File: config.mk
export PLATFORM = sky130hd
export DESIGN_NAME = asp_serial_port
export DESIGN_NICKNAME = d
export VERILOG_FILES = /design/src/design/asp_pkg.sv /design/src/design/asp_baud_timer.sv /design/src/design/asp_fifo.sv /design/src/design/asp_serial_port.sv
export SDC_FILE = /design/constraint.sdc
export NUM_CORES = 1
export LEC_CHECK = 0
export BUFFER_PORTS_ARGS = -buffer_cell sky130_fd_sc_hd__buf_2
export CAP_MARGIN = 20
export CORE_MARGIN = 8
export CORE_UTILIZATION = 35
export DETAILED_ROUTE_END_ITERATION = 8
export GPL_TIMING_DRIVEN = 0
export SLEW_MARGIN = 40
export SYNTH_ARGS = -nofsm -noshare
export SYNTH_HDL_FRONTEND = slang
export SYNTH_HIERARCHICAL = 1
export SYNTH_SLANG_ARGS = --single-unit
File: constraint.sdc
create_clock -name clk -period 3.98 [get_ports clk]
set_input_delay 0 -clock clk [delete_from_list [all_inputs] [get_ports clk]]
set_output_delay 0 -clock clk [all_outputs]
set_load 0.005 [all_outputs]
File: src/design/asp_pkg.sv
// package: register map, field positions and frame constants
package asp_pkg;

    // ****************************************
    // register map
    // ****************************************
    localparam logic [7:0] ASP_CTRL_ADDR  = 8'h98;
    localparam logic [7:0] ASP_DATA_ADDR  = 8'h99;
    localparam logic [7:0] ASP_CTRL_RESET = 8'h40;
    localparam logic [7:0] ASP_DATA_RESET = 8'h00;

    // ****************************************
    // control fields
    // ****************************************
    localparam int ASP_FRAME_SEL_BIT = 7;
    localparam int ASP_UNUSED_BIT    = 6;
    localparam int ASP_MP_CHECK_BIT  = 5;
    localparam int ASP_RX_EN_BIT     = 4;
    localparam int ASP_TX_NINTH_BIT  = 3;
    localparam int ASP_RX_NINTH_BIT  = 2;
    localparam int ASP_TX_DONE_BIT   = 1;
    localparam int ASP_RX_DONE_BIT   = 0;

    // ****************************************
    // frame and timer constants
    // ****************************************
    localparam int          ASP_DATA_BITS   = 8;
    localparam logic [3:0]  ASP_LAST_DATA   = 4'h7;
    localparam int          ASP_TIMER_WRAP  = 256;
    localparam logic [7:0]  ASP_TIMER_TOP   = 8'hFF;
    localparam int          ASP_FIFO_DEPTH  = 8;

    typedef enum logic [4:0] {
        ASP_TX_IDLE  = 5'b00001,
        ASP_TX_START = 5'b00010,
        ASP_TX_DATA  = 5'b00100,
        ASP_TX_NINTH = 5'b01000,
        ASP_TX_STOP  = 5'b10000
    } asp_tx_state_t;

    typedef enum logic [4:0] {
        ASP_RX_IDLE  = 5'b00001,
        ASP_RX_START = 5'b00010,
        ASP_RX_DATA  = 5'b00100,
        ASP_RX_NINTH = 5'b01000,
        ASP_RX_STOP  = 5'b10000
    } asp_rx_state_t;

endpackage

File: src/design/asp_baud_timer.sv
// eight-bit auto-reload timer producing one overflow pulse per wrap
`timescale 1ns/1ps
module asp_baud_timer
    import asp_pkg::*;
(
    input  wire logic       clk,
    input  wire logic       rst,
    input  wire logic       tick,
    input  wire logic [7:0] reload,
    input  wire logic       forceLoad,
    output logic            overflow
);

    logic [7:0] count_q;

    // ****************************************
    // counter
    // ****************************************
    always_ff @(posedge clk) begin
        if (rst) begin
            count_q <= 8'h00;
        end else if (forceLoad) begin
            count_q <= reload;
        end else if (tick) begin
            if (count_q == ASP_TIMER_TOP) begin
                count_q <= reload;
            end else begin
                count_q <= count_q + 8'h01;
            end
        end
    end

    assign overflow = tick && !forceLoad && (count_q == ASP_TIMER_TOP);

endmodule

File: src/design/asp_fifo.sv
// flip-flop fifo with valid and ready on both sides
`timescale 1ns/1ps
module asp_fifo #(
    parameter int WIDTH = 8,
    parameter int DEPTH = 8
) (
    input  wire logic             clk,
    input  wire logic             rst,
    input  wire logic             inValid,
    output logic                  inReady,
    input  wire logic [WIDTH-1:0] inData,
    output logic                  outValid,
    input  wire logic             outReady,
    output logic      [WIDTH-1:0] outData
);

    localparam int AW = (DEPTH > 1) ? $clog2(DEPTH) : 1;

    // elaboration check: pointers wrap only for a power-of-two depth
    if (WIDTH < 1 || DEPTH < 2 || (1 << AW) != DEPTH) begin
        $error("fifo depth must be a power of two, width at least one");
    end

    logic [WIDTH-1:0] mem_q [DEPTH];
    logic [AW-1:0]    wrPtr_q;
    logic [AW-1:0]    rdPtr_q;
    logic [AW:0]      count_q;
    logic             push;
    logic             pop;

    assign inReady  = (count_q != (AW+1)'(DEPTH));
    assign outValid = (count_q != '0);
    assign push     = inValid && inReady;
    assign pop      = outValid && outReady;
    assign outData  = mem_q[rdPtr_q];

    // ****************************************
    // storage
    // ****************************************
    always_ff @(posedge clk) begin
        if (push) begin
            mem_q[wrPtr_q] <= inData;
        end
    end

    // ****************************************
    // pointers and fill level
    // ****************************************
    always_ff @(posedge clk) begin
        if (rst) begin
            wrPtr_q <= '0;
            rdPtr_q <= '0;
            count_q <= '0;
        end else begin
            if (push) begin
                wrPtr_q <= wrPtr_q + AW'(1);
            end
            if (pop) begin
                rdPtr_q <= rdPtr_q + AW'(1);
            end
            if (push && !pop) begin
                count_q <= count_q + (AW+1)'(1);
            end else if (pop && !push) begin
                count_q <= count_q - (AW+1)'(1);
            end
        end
    end

endmodule

File: src/design/asp_serial_port.sv
// full-duplex asynchronous serial port with 8-bit and 9-bit frames
`timescale 1ns/1ps
module asp_serial_port
    import asp_pkg::*;
#(
    parameter int FIFO_DEPTH = ASP_FIFO_DEPTH
) (
    input  wire logic       clk,
    input  wire logic       rst,
    input  wire logic [7:0] sfrAddr,
    input  wire logic       sfrWrEn,
    input  wire logic [7:0] sfrWrData,
    input  wire logic       sfrRdEn,
    output logic      [7:0] sfrRdData,
    output logic            txAccept,
    input  wire logic       timerTick,
    input  wire logic [7:0] baudReloadValue,
    input  wire logic       rxPin,
    output logic            txPin,
    output logic            irq
);

    // elaboration check: the transmit fifo needs a power-of-two depth
    if (FIFO_DEPTH < 2 || (FIFO_DEPTH & (FIFO_DEPTH - 1)) != 0) begin
        $error("fifo depth must be a power of two, at least two");
    end


    // ****************************************
    // control and data registers
    // ****************************************
    logic       frameLengthSelect_q;
    logic       multiprocCheckEnable_q;
    logic       rxEnableCtl_q;
    logic       txNinthBit_q;
    logic       rxNinthBit_q;
    logic       txDoneFlag_q;
    logic       rxDoneFlag_q;
    logic [7:0] rxBuffer_q;
    logic       ctrlWr;
    logic       dataWr;
    logic       txDoneSet;
    logic       rxLoad;
    logic       rxLoadNinth;

    assign ctrlWr = sfrWrEn && (sfrAddr == ASP_CTRL_ADDR);
    assign dataWr = sfrWrEn && (sfrAddr == ASP_DATA_ADDR);

    always_ff @(posedge clk) begin
        if (rst) begin
            frameLengthSelect_q    <= ASP_CTRL_RESET[ASP_FRAME_SEL_BIT];
            multiprocCheckEnable_q <= ASP_CTRL_RESET[ASP_MP_CHECK_BIT];
            rxEnableCtl_q          <= ASP_CTRL_RESET[ASP_RX_EN_BIT];
            txNinthBit_q           <= ASP_CTRL_RESET[ASP_TX_NINTH_BIT];
        end else if (ctrlWr) begin
            frameLengthSelect_q    <= sfrWrData[ASP_FRAME_SEL_BIT];
            multiprocCheckEnable_q <= sfrWrData[ASP_MP_CHECK_BIT];
            rxEnableCtl_q          <= sfrWrData[ASP_RX_EN_BIT];
            txNinthBit_q           <= sfrWrData[ASP_TX_NINTH_BIT];
        end
    end

    // hardware set wins over a software write in the same cycle
    always_ff @(posedge clk) begin
        if (rst) begin
            txDoneFlag_q <= ASP_CTRL_RESET[ASP_TX_DONE_BIT];
        end else if (txDoneSet) begin
            txDoneFlag_q <= 1'b1;
        end else if (ctrlWr) begin
            txDoneFlag_q <= sfrWrData[ASP_TX_DONE_BIT];
        end
    end

    always_ff @(posedge clk) begin
        if (rst) begin
            rxDoneFlag_q <= ASP_CTRL_RESET[ASP_RX_DONE_BIT];
        end else if (rxLoad) begin
            rxDoneFlag_q <= 1'b1;
        end else if (ctrlWr) begin
            rxDoneFlag_q <= sfrWrData[ASP_RX_DONE_BIT];
        end
    end

    always_ff @(posedge clk) begin
        if (rst) begin
            rxNinthBit_q <= ASP_CTRL_RESET[ASP_RX_NINTH_BIT];
        end else if (rxLoad) begin
            rxNinthBit_q <= rxLoadNinth;
        end else if (ctrlWr) begin
            rxNinthBit_q <= sfrWrData[ASP_RX_NINTH_BIT];
        end
    end

    // ****************************************
    // register read port
    // ****************************************
    always_ff @(posedge clk) begin
        if (rst) begin
            sfrRdData <= 8'h00;
        end else if (sfrRdEn) begin
            if (sfrAddr == ASP_CTRL_ADDR) begin
                sfrRdData <= {frameLengthSelect_q, 1'b1,
                              multiprocCheckEnable_q, rxEnableCtl_q,
                              txNinthBit_q, rxNinthBit_q,
                              txDoneFlag_q, rxDoneFlag_q};
            end else if (sfrAddr == ASP_DATA_ADDR) begin
                sfrRdData <= rxBuffer_q;
            end else begin
                sfrRdData <= 8'h00;
            end
        end
    end

    assign irq = txDoneFlag_q || rxDoneFlag_q;

    // ****************************************
    // baud timers
    // ****************************************
    logic txOvf;
    logic rxOvf;
    logic rxRestart;
    logic txHalf_q;
    logic txBitTick;

    asp_baud_timer u_txTimer (
        .clk       (clk),
        .rst       (rst),
        .tick      (timerTick),
        .reload    (baudReloadValue),
        .forceLoad (1'b0),
        .overflow  (txOvf)
    );

    asp_baud_timer u_rxTimer (
        .clk       (clk),
        .rst       (rst),
        .tick      (timerTick),
        .reload    (baudReloadValue),
        .forceLoad (rxRestart),
        .overflow  (rxOvf)
    );

    always_ff @(posedge clk) begin
        if (rst) begin
            txHalf_q <= 1'b0;
        end else if (txOvf) begin
            txHalf_q <= ~txHalf_q;
        end
    end

    assign txBitTick = txOvf && txHalf_q;

    // ****************************************
    // transmit path
    // ****************************************
    logic          fifoValid;
    logic          fifoPop;
    logic [7:0]    fifoData;
    asp_tx_state_t txState_q;
    logic [7:0]    txShift_q;
    logic [3:0]    txCount_q;
    logic          txNinth_q;

    asp_fifo #(
        .WIDTH (ASP_DATA_BITS),
        .DEPTH (FIFO_DEPTH)
    ) u_txFifo (
        .clk      (clk),
        .rst      (rst),
        .inValid  (dataWr),
        .inReady  (txAccept),
        .inData   (sfrWrData),
        .outValid (fifoValid),
        .outReady (fifoPop),
        .outData  (fifoData)
    );

    assign fifoPop   = (txState_q == ASP_TX_IDLE) && fifoValid && txBitTick;
    assign txDoneSet = txBitTick && (((txState_q == ASP_TX_DATA)
                       && (txCount_q == ASP_LAST_DATA)
                       && !frameLengthSelect_q)
                       || (txState_q == ASP_TX_NINTH));

    always_ff @(posedge clk) begin
        if (rst) begin
            txState_q <= ASP_TX_IDLE;
            txShift_q <= ASP_DATA_RESET;
            txCount_q <= 4'h0;
            txNinth_q <= 1'b1;
        end else if (txBitTick) begin
            unique case (txState_q)
                ASP_TX_IDLE: begin
                    if (fifoValid) begin
                        txShift_q <= fifoData;
                        txNinth_q <= txNinthBit_q;
                        txState_q <= ASP_TX_START;
                    end
                end
                ASP_TX_START: begin
                    txCount_q <= 4'h0;
                    txState_q <= ASP_TX_DATA;
                end
                ASP_TX_DATA: begin
                    txShift_q <= {1'b0, txShift_q[7:1]};
                    txCount_q <= txCount_q + 4'h1;
                    if (txCount_q == ASP_LAST_DATA) begin
                        txState_q <= frameLengthSelect_q ? ASP_TX_NINTH
                                                         : ASP_TX_STOP;
                    end
                end
                ASP_TX_NINTH: begin
                    txState_q <= ASP_TX_STOP;
                end
                ASP_TX_STOP: begin
                    txState_q <= ASP_TX_IDLE;
                end
            endcase
        end
    end

    always_ff @(posedge clk) begin
        if (rst) begin
            txPin <= 1'b1;
        end else begin
            unique case (txState_q)
                ASP_TX_IDLE:  txPin <= 1'b1;
                ASP_TX_START: txPin <= 1'b0;
                ASP_TX_DATA:  txPin <= txShift_q[0];
                ASP_TX_NINTH: txPin <= txNinth_q;
                ASP_TX_STOP:  txPin <= 1'b1;
            endcase
        end
    end

    // ****************************************
    // receive path
    // ****************************************
    asp_rx_state_t rxState_q;
    logic          rxPrev_q;
    logic          rxPhase_q;
    logic          rxSample;
    logic [7:0]    rxShift_q;
    logic [3:0]    rxCount_q;
    logic          rxNinth_q;
    logic          rxQualify;

    always_ff @(posedge clk) begin
        if (rst) begin
            rxPrev_q <= 1'b1;
        end else begin
            rxPrev_q <= rxPin;
        end
    end

    assign rxRestart = (rxState_q == ASP_RX_IDLE) && rxEnableCtl_q
                       && rxPrev_q && !rxPin;
    assign rxSample  = rxOvf && !rxPhase_q;

    always_ff @(posedge clk) begin
        if (rst || rxRestart) begin
            rxPhase_q <= 1'b0;
        end else if (rxOvf) begin
            rxPhase_q <= ~rxPhase_q;
        end
    end

    // 8-bit: stop must be 1 under check; 9-bit: ninth must be 1 under check
    always_comb begin
        if (frameLengthSelect_q) begin
            rxQualify = !multiprocCheckEnable_q || rxNinth_q;
        end else begin
            rxQualify = !multiprocCheckEnable_q || rxPin;
        end
    end

    assign rxLoad = (rxState_q == ASP_RX_STOP) && rxSample
                    && !rxDoneFlag_q && rxQualify;
    assign rxLoadNinth = frameLengthSelect_q ? rxNinth_q
                                             : rxPin;

    always_ff @(posedge clk) begin
        if (rst) begin
            rxBuffer_q <= ASP_DATA_RESET;
        end else if (rxLoad) begin
            rxBuffer_q <= rxShift_q;
        end
    end

    always_ff @(posedge clk) begin
        if (rst) begin
            rxState_q <= ASP_RX_IDLE;
            rxShift_q <= 8'h00;
            rxCount_q <= 4'h0;
            rxNinth_q <= 1'b0;
        end else if (rxRestart) begin
            rxState_q <= ASP_RX_START;
        end else if (rxSample) begin
            unique case (rxState_q)
                ASP_RX_IDLE: begin
                    rxState_q <= ASP_RX_IDLE;
                end
                ASP_RX_START: begin
                    rxCount_q <= 4'h0;
                    rxState_q <= rxPin ? ASP_RX_IDLE : ASP_RX_DATA;
                end
                ASP_RX_DATA: begin
                    rxShift_q <= {rxPin, rxShift_q[7:1]};
                    rxCount_q <= rxCount_q + 4'h1;
                    if (rxCount_q == ASP_LAST_DATA) begin
                        rxState_q <= frameLengthSelect_q ? ASP_RX_NINTH
                                                         : ASP_RX_STOP;
                    end
                end
                ASP_RX_NINTH: begin
                    rxNinth_q <= rxPin;
                    rxState_q <= ASP_RX_STOP;
                end
                ASP_RX_STOP: begin
                    rxState_q <= ASP_RX_IDLE;
                end
            endcase
        end
    end

endmodule

Word-level counts from Yosys, hierarchy flattened
Memories as Yosys holds them, arrays and structs flattened. A register that Yosys moved wholly into a read port is not among the register bits.
Cells that the tools add are included.
Widths: inputs -> output; s select.
Word-level totals
  bits of input ports: 30
  memories: 1
  register bits after elaboration: 89
  output and inout bits: 11
  logic and storage cells: 150
  memory bits (writable): 64
Operators by class
  muxes and demuxes: 34
  reduce and logical (&&, ||, !) cells: 56
  equal/unequal tests: 21
  bitwise gates (word level): 3
  $add $sub $neg: 8
Memory list
  u_txFifo.mem_q: depth 8, width 8, rd ports 1, clocked after Yosys merged registers in 1, write ports 1, line asp_fifo.sv:24  | logic [WIDTH-1:0] mem_q [DEPTH];
Operators by type and width (number)
  $mux 8: 7
  $eq 8x8->1 const B: 4
  $pmux 5 s5: 1
  $logic_and 1x1->1: 22
  $mux 5: 4
  $pmux 5 s4: 1
  $reduce_and 3->1: 6
  $add 8x1->8 const B: 2
  $pmux 4 s2: 2
  $pmux 8 s2: 1
  $reduce_bool 2->1: 8
  $add 4x1->4 const B: 3
  $eq 5x1->1 const B: 2
  $eq 5x2->1 const B: 2
  $eq 5x3->1 const B: 2
  $eq 5x4->1 const B: 2
  $eq 5x5->1 const B: 2
  $mux 1: 10
  $mux 3: 3
  $eq 4x3->1 const B: 2
  $logic_not 1->1: 8
  $mux 4: 2
  $add 3x1->3 const B: 2
  $reduce_and 2->1: 3
  other kinds (11): 21

Depth between registers and ports, before layout
Gate-level depths: netlist of run 1.
  depth in word-level cells: 12
  mapped depth: 13

By module
The synthesis of run 1 kept the hierarchy.
Modules (own cells, without submodules)
  asp_fifo: cells each 166, seq. area each 2182.1 µm², area an instance 3116.7 µm², times used 1
  asp_serial_port: cells each 353, seq. area each 1261.2 µm², area an instance 3069.2 µm², times used 1
  asp_baud_timer: cells each 70, seq. area each 160.2 µm², area an instance 554.3 µm², times used 2

Worst setup path before layout of run 1
Ideal clock, no wire load.
  path kind: flip-flop to flip-flop
  start point: register u_txTimer.count_q[0]
  end point: register u_txFifo.count_q[3]
  clock period less this slack: 3.199 ns
  data arrival time: 3.078 ns
  buffers on the path: 0
  setup slack: 0.781 ns
  cell stages (with the launch flop): 14
  library setup time: 0.121 ns
  cell sequence: dfxtp_1 > ha_1 > nand4_1 > nor3_1 > nand2_1 > nor3_4 > nand2_1 > ha_1 > inv_1 > ha_1 > a21oi_1 > a211oi_1 > a31oi_1 > mux2_2
On the way
  word-level cells in the longest chain between the ends: 8
  elaborated cells on any way between the ends: 10
  classes of those cells: eq/ne (1); mux (1); reduce/logical (8)
RTL lines
  start, declared: line asp_baud_timer.sv:14  | logic [7:0] count_q;
  start signal, assigned: line asp_baud_timer.sv:23  | count_q <= reload;
  start signal, assigned: line asp_baud_timer.sv:26  | count_q <= reload;
  start signal, assigned: line asp_baud_timer.sv:28  | count_q <= count_q + 8'h01;
  $eq 8x8->1 *: line asp_baud_timer.sv:33  | assign overflow = tick && !forceLoad && (count_q == ASP_TIMER_TOP);
  $logic_and 1x1->1 *: line asp_baud_timer.sv:33
  via txOvf: line asp_serial_port.sv:119  | logic txOvf;
  $logic_and 1x1->1 *: line asp_serial_port.sv:151  | assign txBitTick = txOvf && txHalf_q;
  $logic_and 1x1->1 *: line asp_serial_port.sv:178  | assign fifoPop = (txState_q == ASP_TX_IDLE) && fifoValid && txBitTick;
  via fifoPop: line asp_serial_port.sv:157  | logic fifoPop;
  $logic_and 1x1->1 *: line asp_fifo.sv:34  | assign pop = outValid && outReady;
  $logic_not 1->1: line asp_fifo.sv:61  | if (push && !pop) begin
  $logic_and 1x1->1: line asp_fifo.sv:61
  $mux 4 or $reduce_bool 2->1 (tied branches)
  end signal, assigned: line asp_fifo.sv:62  | count_q <= count_q + (AW+1)'(1);
  end signal, assigned: line asp_fifo.sv:64  | count_q <= count_q - (AW+1)'(1);
  end, declared: line asp_fifo.sv:27  | logic [AW:0] count_q;
The timed path passes the listed nets; every way through them passes the cells marked *.
A chain may end at the register's enable or synchronous reset.

Worst setup path after layout of run 1
Ends and elaborated chain as after synthesis.

==> key figures, run 1 <==
STA
  • Final Hold Violating Endpoints: 0
  • Fin. max-slew vios: 0
  • Slew HR: 0.486
  • Final worst-path cycle share: 0.893
  • Fin Hold WS: 53.4 ps
  • F_max: 0.281 GHz
  • Worst Tran Pin Value: 768 ps
  • Crit path time final: 3550 ps
  • Final setup viols: 0
  • Max Clock Skew: 10.5 ps
  • Setup TNS: 0 ps
  • RSZ-0062 raised after global routing: false

Clocking
  • Number of buffers created by CTS: 17
  • TritonCTS clock tree: yes
  • CTS H-tree lvls: 4
  • Reg clk slew, reported paths: 70 ps
  • Clock root cell: clkbuf_16
  • Clk buf depth: 2
  • Clk_lat worst skew: 430 ps
  • Clock sink total: 156

Floorplanning
  • Core footprint: 20800 sq um
  • # rows: 53
  • # IOs: 41
  • Die Span X: 160 microns
  • Die H: 160 microns
  • Initial Util: 0.351
  • DIE AREA: 25700 sq um

Synthesis
  • Synth top cells by count: 92 x dfxtp_1, 64 x edfxtp_1, 55 x nand2_1, 47 x nor2_1, 43 x a21oi_1
  • Yosys cell types: 76
  • Fraction of the yosys area taken by sequential cells: 0.516
  • Cell Area, Synth: 7290 sq um
  • Flops & latches, synth: 156
  • Synth Flop Type: dfxtp_1
  • Mapped Cells: 659
  • Synth top area cells: edfxtp_1 26%, dfxtp_1 25%, mux4_1 5.8%
  • Synth area leader: edfxtp_1
  • Ys async rst share: 0
  • Syn avg cell area: 11.1 sq um
  • Yosys top cell area share: 0.263
  • Post-synth EDFFs: 64
  • Most common cell in the netlist: dfxtp_1
  • Synth Warn #: 6

Global route
  • Met1 layer usage reported by global route: 0.174
  • GR Layer Usage met3: 0.0343
  • GRT Max-Usage Layer: met2
  • Total Routing Usage GR: 0.127
  • First-pass GRT wire length: 26.5 mm
  • Grt total ovfl: 0
  • M2 GR Usage: 0.191
  • Pin count of the biggest net entering global routing: 18
  • Vias in the first global route: 5128
  • Initial antenna violation count: 0

Critical path
  • Slowest CP cell: dfxtp_1
  • CP max FO: 6
  • Critical Path Max Stage Delay: 440 ps
  • WS Path Type: flip-flop to flip-flop
  • Worst EP required: 4290 ps
  • R2r startpoint: u_txTimer/count_q[0]
  • R2r worst-path depth: 13
  • Setup crit end kind: flip-flop
  • Arr. time, crit path: 3870 ps
  • CP dominant cell by count: ha_1
  • CP cell instances: ha_1, nand4_1, nor3_2, nand2_1, nor3_4, nand2_1, ha_1, inv_1, ha_1, a21oi_1, a211oi_1, a31oi_1, mux2_2
  • Worst Setup SP: u_txTimer/count_q[0]
  • Startpoint Class: flip-flop

Route
  • Mean number of vias per cell: 5.16
  • Iter 0 DRT Violations: 332
  • DRC: 0
  • Drt pass-1 iters: 5
  • Detailed Route WL: 16.2 mm
  • DR WL/cell: 15.7 microns
  • Antenna Nets Post-Route: 0
  • Vias post-DR: 5325

Placement
  • GP Congestion: 0.805
  • Post-DP HPWL: 11.2 mm
  • # port buffers: 39

Final layout
  • Syn-to-layout area delta: 18.8%
  • Antenna diode count: 0
  • Post-layout util: 0.417
  • Share of layout cells above drive strength 1: 0.181
  • Final nets: 784

Min path
  • Hold/Removal Path Class: primary input to flip-flop
  • Hold_sp: timerTick
  • Hold Path Cell Cnt: 3

Power
  • Internal Power: 2.55 mW
  • Pwr dens: 387 nW/um^2
  • Max VDD drop: 0.259 mV
  • Clk pwr share: 0.465
  • Sw Share: 0.241
  • Combinational fraction of design power: 0.034
  • Leakage: 3.02 nW
  • Reg power frac: 0.501
  • Switching pwr: 810 uW

Status
  • Status: finished clean

Run
  • Max Cap Viol: 0
## worst max-delay path, delay by kind of cell, from the launching register on
family | cells | cell delay, ps
adder cells (fa/ha/maj) | 3 | 820
AO/OA/AOI/OAI | 3 | 480
flip-flops | 1 | 440
AND/OR/NAND/NOR | 5 | 1220
buffers and inverters | 1 | 130
multiplexers | 1 | 350
## path summary, 6_finish.rpt
check	endpoint	slack, ps
hold reg to reg	txShift_q[7]	470
hold / removal	u_rxTimer/count_q[2]	50
setup reg to reg	u_txFifo/count_q[3]	430
setup / recovery	u_txFifo/count_q[3]	430
## per-layer routing
metal / wire length [microns] / up-vias
li1: - / 2655
met1: 8030 / 2548
met2: 7300 / 105
met3: 660 / 17
met4: 188 / 0
met5: 0 / -
## layout by cell type, fill, tap and decap left out, types with 9 or more instances in the layout
cell type | Yosys | layout
clkbuf_1 | 20 | 20
a31oi_1 | 9 | 9
ha_1 | 9 | 9
o21ai_0 | 17 | 17
nand4_1 | 16 | 16
dlygate4sd3_1 | 0 | 18
nand2_1 | 55 | 55
clkbuf_16 | 0 | 17
nor3_1 | 25 | 20
buf_2 | 6 | 46
nor2_1 | 47 | 46
mux2_2 | 17 | 17
mux4_1 | 16 | 16
dfxtp_1 | 92 | 92
mux2i_1 | 25 | 25
nand3_1 | 34 | 34
a21oi_1 | 43 | 43
nand2b_1 | 20 | 20
edfxtp_1 | 64 | 64
## metrics by stage
step           instance area, sq um  instances  worst slack (ps)  power, mW
2_1_floorplan                  7320        665               781       1.77
3_3_place_gp                   7860        979              75.8       1.82
3_5_place_dp                   7890        980              63.6       1.82
4_1_cts                        8650       1030               190       3.40
5_1_grt                        8660       1032               167       3.48
6_report                       8660       1032               426       3.36
## cells by family (layout without fill, tap and decap cells)
kind of cell             after synthesis  in the layout  share of synthesized area
AND/OR/NAND/NOR                      260            260                      0.190
flip-flops                           156            156                      0.516
AO/OA/AOI/OAI                        116            116                      0.110
multiplexers                          58             58                      0.118
buffers and inverters                 47            139                     0.0340
XOR/XNOR                              11             11                     0.0132
adder cells (fa/ha/maj)               10             10                     0.0182
other                                  1              7                   0.000514
## power by group through the flow
stage / logic, mW / registers [mW] / clock network, mW
floorplan: 0.0536 / 1.71 / 0
global placement: 0.101 / 1.72 / 0
detailed placement: 0.102 / 1.72 / 0
CTS: 0.116 / 1.68 / 1.60
global route: 0.129 / 1.68 / 1.67
finish: 0.116 / 1.68 / 1.56
## flip-flops by register name (all words and copies together), names as in the netlist, 3 cells and up, named ones only
| signal | flops |
|---|---|
| sfrRdData | 8 |
| rxCount_q | 4 |
| u_txFifo/count_q | 4 |
| u_rxTimer/count_q | 8 |
| rxShift_q | 8 |
| u_txFifo/rdPtr_q | 3 |
| txCount_q | 4 |
| rxBuffer_q | 8 |
| txState_q | 5 |
| u_txTimer/count_q | 8 |
| u_txFifo/wrPtr_q | 3 |
| rxState_q | 5 |
| u_txFifo/mem_q | 64 |
| txShift_q | 8 |
## final cells by class
cell class	count	area [sq um]
clock buffer	17	425
sequential	156	3760
clock inverter	15	148
timing repair buffer	60	395
fill	1982	12100
multi-input combinational	462	3340
tap	275	344
inverter	10	37.5
buffer	37	210
## repair_timing
action / CTS / global route
endpoints found under the hold margin: 95 / 0
gates cloned: 0 / 0
resized for setup: 1 / 0
buffers inserted: 0 / 2
hold buffers: 18 / 0
endpoints found under the setup margin: 1 / 1
pin swaps: 0 / 1
(Power assumes the default switching activity.)
==> inputs of run 2 (changes only) <==
==> constraint.sdc (replaced) <==
create_clock -name clk -period 3.6 [get_ports clk]
set_input_delay 0 -clock clk [delete_from_list [all_inputs] [get_ports clk]]
set_output_delay 0 -clock clk [all_outputs]
set_load 0.005 [all_outputs]
==> key figures, run 2 (synthesis gave the netlist of run 1 again) <==
STA
  • Slew HR: 0.487
  • Final setup viols: 0
  • Worst Tran Pin Value: 766 ps
  • Final Hold Violating Endpoints: 0
  • F_max: 0.297 GHz
  • Final worst-path cycle share: 0.934
  • Max Clock Skew: 14.1 ps
  • Crit path time final: 3360 ps
  • Fin. max-slew vios: 0
  • RSZ-0062 raised after global routing: false

Placement
  • # port buffers: 39
  • Post-DP HPWL: 11.2 mm
  • GP Congestion: 0.805

Final layout
  • Share of layout cells above drive strength 1: 0.186
  • Reg with most FFs: u_txFifo/mem_q
  • Highest-count cells in the layout ignoring fill and taps: 91 x dfxtp_1, 64 x edfxtp_1, 55 x nand2_1, 46 x buf_2, 46 x nor2_1
  • Antenna diode count: 0
  • Number of flip-flops in the largest register: 64
  • Most common cell after layout, fill and taps aside: dfxtp_1
  • Post-layout util: 0.418
  • Syn-to-layout area delta: 19.0%
  • Final nets: 784
  • Fillers: 1977

Route
  • Mean number of vias per cell: 5.20
  • Iter 0 DRT Violations: 425
  • DRC: 0
  • DR WL/cell: 15.7 microns
  • Vias post-DR: 5368
  • Drt pass-1 iters: 4
  • Antenna Nets Post-Route: 0
  • Detailed Route WL: 16.2 mm

Min path
  • Hold/Removal Path Class: primary input to flip-flop
  • Hold_sp: timerTick
  • Hold Path End: u_rxTimer/count_q[2]
  • Hold Path Cell Cnt: 3

Clocking
  • Clock sink total: 156
  • Clock root cell: clkbuf_16
  • Clk_lat worst skew: 430 ps
  • Reg clk slew, reported paths: 70 ps
  • TritonCTS clock tree: yes
  • Number of buffers created by CTS: 17
  • CTS H-tree lvls: 4
  • Clk buf depth: 2

Critical path
  • CP cell instances: ha_2, nand4_1, nor3_4, nand2_1, nor3_4, nand2_1, ha_1, inv_1, ha_1, a21oi_1, a211oi_1, a31oi_1, mux2_2
  • CP bufs+invs: 1
  • WS Path Type: flip-flop to flip-flop
  • R2r startpoint: u_txTimer/count_q[1]
  • Arr. time, crit path: 3680 ps
  • Crit path max-delay family: simple AND/OR/NAND/NOR gates
  • Slowest CP cell: dfxtp_1
  • Critical Path Max Stage Delay: 410 ps
  • R2r worst-path depth: 13
  • R2r endpoint: u_txFifo/count_q[3]
  • CP max FO: 5
  • Startpoint Class: flip-flop
  • Worst EP required: 3910 ps
  • R2R setup slack: 240 ps
  • Setup crit end kind: flip-flop

Global route
  • Initial antenna violation count: 0
  • First-pass GRT wire length: 26.6 mm
  • Grt total ovfl: 0
  • Total Routing Usage GR: 0.128
  • Vias in the first global route: 5129
  • Pin count of the biggest net entering global routing: 18

Power
  • Tot Pwr: 3.71 mW
  • Leakage: 3.02 nW
  • Max VDD drop: 0.284 mV
  • Pwr dens: 428 nW/um^2

Status
  • Status: finished clean

Floorplanning
  • Initial Util: 0.351
  • # rows: 53
  • Die Span X: 160 microns
  • Core footprint: 20800 sq um
  • # IOs: 41
  • DIE AREA: 25700 sq um
  • Die H: 160 microns

Run
  • Max Cap Viol: 0
==> run 2: how the worst max path moves through the flow <==
stage	depth (start not counted)	end	from	slack [ps]
after global routing	13	u_txFifo/count_q[3]	u_txTimer/count_q[1]	30
final	13	u_txFifo/count_q[3]	u_txTimer/count_q[1]	240
after floorplan	13	u_txFifo/count_q[3]	u_txTimer/count_q[0]	400
after CTS	12	rxShift_q[7]	rxState_q[2]	90
after detailed placement	13	u_txFifo/count_q[3]	u_txTimer/count_q[0]	-320
after global placement	13	u_txFifo/count_q[3]	u_txTimer/count_q[0]	-300
==> run 2: final cells by class <==
cell class,count,area (sq um),share of cell area
repair buffers,61,403,0.0464
plain buffers,36,206,0.0238
well taps,275,344,0.0396
multi-input cells,462,3350,0.386
inverters,10,41.3,0.00476
clock buffers,17,425,0.0490
clock inverters,15,148,0.0170
flip-flops and latches,156,3760,0.434
==> run 2: worst reg2reg max path, stage by stage (launching register included) <==
cell and delay, ps:
dfxtp_1 410, ha_2 260, nand4_1 210, nor3_4 300, nand2_1 180, nor3_4 250, nand2_1 160, ha_1 230
inv_1 130, ha_1 290, a21oi_1 200, a211oi_1 100, a31oi_1 180, mux2_2 350
==> run 2: stage by stage <==
step | setup TNS (ps) | setup WS [ps] | cells | cell area [sq um] | hold WS (ps)
after floorplan | 0 | 401 | 665 | 7320 | 98.9
after global placement | -304 | -304 | 979 | 7860 | 288
after detailed placement | -316 | -316 | 980 | 7890 | 302
after CTS | 0 | 91.5 | 1031 | 8650 | 42.7
after global routing | 0 | 28.0 | 1032 | 8680 | 65.3
final | 0 | 238 | 1032 | 8680 | 62.9
==> run 2: power breakdown <==
group	leakage, nW	internal [mW]	switching, mW
registers	1.32	1.85	0.0133
clock network	0.272	0.918	0.807
logic	1.43	0.0527	0.0762
==> run 2: timing repair <==
item,in CTS,in global routing
hold endpoints to repair,95,0
buffers inserted,1,2
hold buffers,18,0
pin swaps,1,1
setup endpoints to repair,1,21
resized for setup,1,4
==> run 2: routing by layer <==
layer,routed length [microns],part of all wire,vias to the layer above,global-route usage
li1,-,-,2658,-
met1,8010,0.49,2562,0.175
met2,7250,0.45,130,0.191
met3,753,0.046,18,0.0346
met4,208,0.013,0,0.0438
met5,0,0,-,0
==> inputs of run 3 (changes only) <==
--- a/config.mk
+++ b/config.mk
@@ -5,7 +5,7 @@
 export SDC_FILE = /design/constraint.sdc
 export NUM_CORES = 1
 export LEC_CHECK = 0
-export BUFFER_PORTS_ARGS = -buffer_cell sky130_fd_sc_hd__buf_2
+export BUFFER_PORTS_ARGS = -buffer_cell sky130_fd_sc_hd__buf_4
 export CAP_MARGIN = 20
 export CORE_MARGIN = 8
 export CORE_UTILIZATION = 35
==> constraint.sdc (replaced) <==
create_clock -name clk -period 4.2 [get_ports clk]
set_input_delay 0 -clock clk [delete_from_list [all_inputs] [get_ports clk]]
set_output_delay 0 -clock clk [all_outputs]
set_load 0.005 [all_outputs]
==> key figures, run 3 (synthesis gave the netlist of run 1 again) <==
Min path
  • Hold/Removal Path Class: primary input to flip-flop
  • Hold Path Cell Cnt: 4

Critical path
  • CP max FO: 11
  • WS Path Type: flip-flop to flip-flop
  • Worst Setup SP: u_txTimer/count_q[0]
  • Startpoint Class: flip-flop
  • Worst EP required: 4530 ps
  • Arr. time, crit path: 4040 ps
  • R2R setup slack: 480 ps
  • Setup crit end kind: flip-flop
  • R2r worst-path depth: 13
  • R2r endpoint: u_txFifo/count_q[3]
  • R2r startpoint: u_txTimer/count_q[0]
  • Worst setup path end: u_txFifo/count_q[3]

Global route
  • Grt total ovfl: 0
  • Pin count of the biggest net entering global routing: 19
  • Initial antenna violation count: 0
  • First-pass GRT wire length: 26.7 mm
  • Total Routing Usage GR: 0.128
  • Vias in the first global route: 5150

Route
  • Iter 0 DRT Violations: 420
  • DRC: 0
  • Drt pass-1 iters: 5
  • Antenna Nets Post-Route: 0
  • Vias post-DR: 5375
  • Mean number of vias per cell: 5.21
  • Detailed Route WL: 16.5 mm
  • DR WL/cell: 16.0 microns

Final layout
  • Antenna diode count: 0
  • Fillers: 1965
  • Syn-to-layout area delta: 20.6%
  • Number of flip-flops in the largest register: 64
  • Final nets: 783
  • Most common cell after layout, fill and taps aside: dfxtp_1
  • Highest-count cells in the layout ignoring fill and taps: 92 x dfxtp_1, 64 x edfxtp_1, 55 x nand2_1, 46 x nor2_1, 43 x a21oi_1
  • Reg with most FFs: u_txFifo/mem_q
  • Final Cell Area: 8790 sq um
  • Share of layout cells above drive strength 1: 0.180

Power
  • Clk pwr share: 0.479
  • Max VDD drop: 0.253 mV
  • Internal Power: 2.49 mW
  • Tot Pwr: 3.28 mW
  • Pwr dens: 373 nW/um^2
  • Reg power frac: 0.485
  • Sw Share: 0.241
  • Switching pwr: 791 uW
  • Combinational fraction of design power: 0.036
  • Leakage: 3.07 nW

Floorplanning
  • # IOs: 41
  • # rows: 53
  • DIE AREA: 25700 sq um
  • Die Span X: 160 microns
  • Core footprint: 20800 sq um
  • Die H: 160 microns
  • Initial Util: 0.351

STA
  • Max Clock Skew: 21.1 ps
  • Fin. max-slew vios: 0
  • Crit path time final: 3720 ps
  • Final setup viols: 0
  • Worst Tran Pin Value: 831 ps
  • Final worst-path cycle share: 0.885
  • Final Hold Violating Endpoints: 0
  • Setup TNS: 0 ps
  • F_max: 0.269 GHz
  • Slew HR: 0.443
  • PnR worst setup slack: 485 ps
  • RSZ-0062 raised after global routing: false

Clocking
  • Clk buf depth: 2
  • Postcts setup bufs: 0
  • Number of buffers created by CTS: 17
  • Clk_lat worst skew: 440 ps
  • Clock sink total: 156
  • Clock root cell: clkbuf_16
  • CTS H-tree lvls: 4
  • TritonCTS clock tree: yes
  • Reg clk slew, reported paths: 70 ps

Placement
  • Setup WS pre-CTS: 325 ps
  • Post-DP HPWL: 11.1 mm
  • GP Congestion: 0.783
  • Dpl cell area: 7990 sq um
  • # port buffers: 39

Run
  • Max Cap Viol: 0

Status
  • Status: finished clean
-- run 3: changes by cell type in the layout (fill, tap and decap cells not counted), moves of 2 or more --
cell	previous run	this run
clkinvlp_4	4	1
buf_2	46	7
buf_4	5	41
clkinv_4	1	3
inv_6	4	2
-- run 3: worst min path at each step --
stage,from,end
3_5_place_dp,sfrWrData[6],u_txFifo/mem_q[7][6]
3_3_place_gp,sfrWrData[6],u_txFifo/mem_q[5][6]
5_1_grt,baudReloadValue[5],u_rxTimer/count_q[5]
6_report,baudReloadValue[5],u_rxTimer/count_q[5]
4_1_cts,baudReloadValue[5],u_rxTimer/count_q[5]
2_1_floorplan,sfrWrData[0],u_txFifo/mem_q[0][0]
-- run 3: layout make-up --
type | count | area, sq um | share of cell area
plain buffers | 37 | 210 | 0.0239
clock buffers | 17 | 425 | 0.0484
clock inverters | 15 | 186 | 0.0212
inverters | 10 | 37.5 | 0.00427
multi-input cells | 462 | 3340 | 0.380
flip-flops and latches | 156 | 3760 | 0.428
well taps | 275 | 344 | 0.0391
repair buffers | 59 | 488 | 0.0555
-- run 3: metrics by stage --
stage               std cells   util  hold WS [ps]
finish                   1031  0.424          14.6
global route             1031  0.424          56.8
CTS                      1031  0.423         0.467
detailed placement        980  0.385           239
global placement          979  0.383           244
floorplan                 665      -          98.9
-- run 3: power groups by stage --
stage | Clock [mW] | Sequential, mW | Combinational (mW)
4_1_cts | 1.60 | 1.59 | 0.118
5_1_grt | 1.67 | 1.59 | 0.131
6_report | 1.57 | 1.59 | 0.119
2_1_floorplan | 0 | 1.62 | 0.0508
3_5_place_dp | 0 | 1.63 | 0.104
3_3_place_gp | 0 | 1.63 | 0.103
-- run 3: timing repair --
| action | CTS | global route |
|---|---|---|
| resized for setup | 0 | 1 |
| endpoints found under the setup margin | 0 | 1 |
| hold buffers | 19 | 0 |
| hold endpoints to repair | 95 | 0 |
-- run 3: worst max-delay path, cell delays in order, from the launching register on --
cell and delay (ps):
dfxtp_1 420, ha_1 270, nand4_1 180, nor3_2 290, nand2_1 210, nor3_4 520, nand2_1 220, ha_1 260
inv_1 130, ha_1 290, a21oi_1 200, a211oi_1 100, a31oi_1 170, mux2_2 340
-- run 3: metal layers --
metal / track usage / vias up / wire length (microns) / share of wire
li1: - / 2649 / - / -
met1: 0.179 / 2583 / 8100 / 0.49
met2: 0.191 / 123 / 7500 / 0.45
met3: 0.0274 / 20 / 693 / 0.042
met4: 0.0506 / 0 / 221 / 0.013
met5: 0 / - / 0 / 0
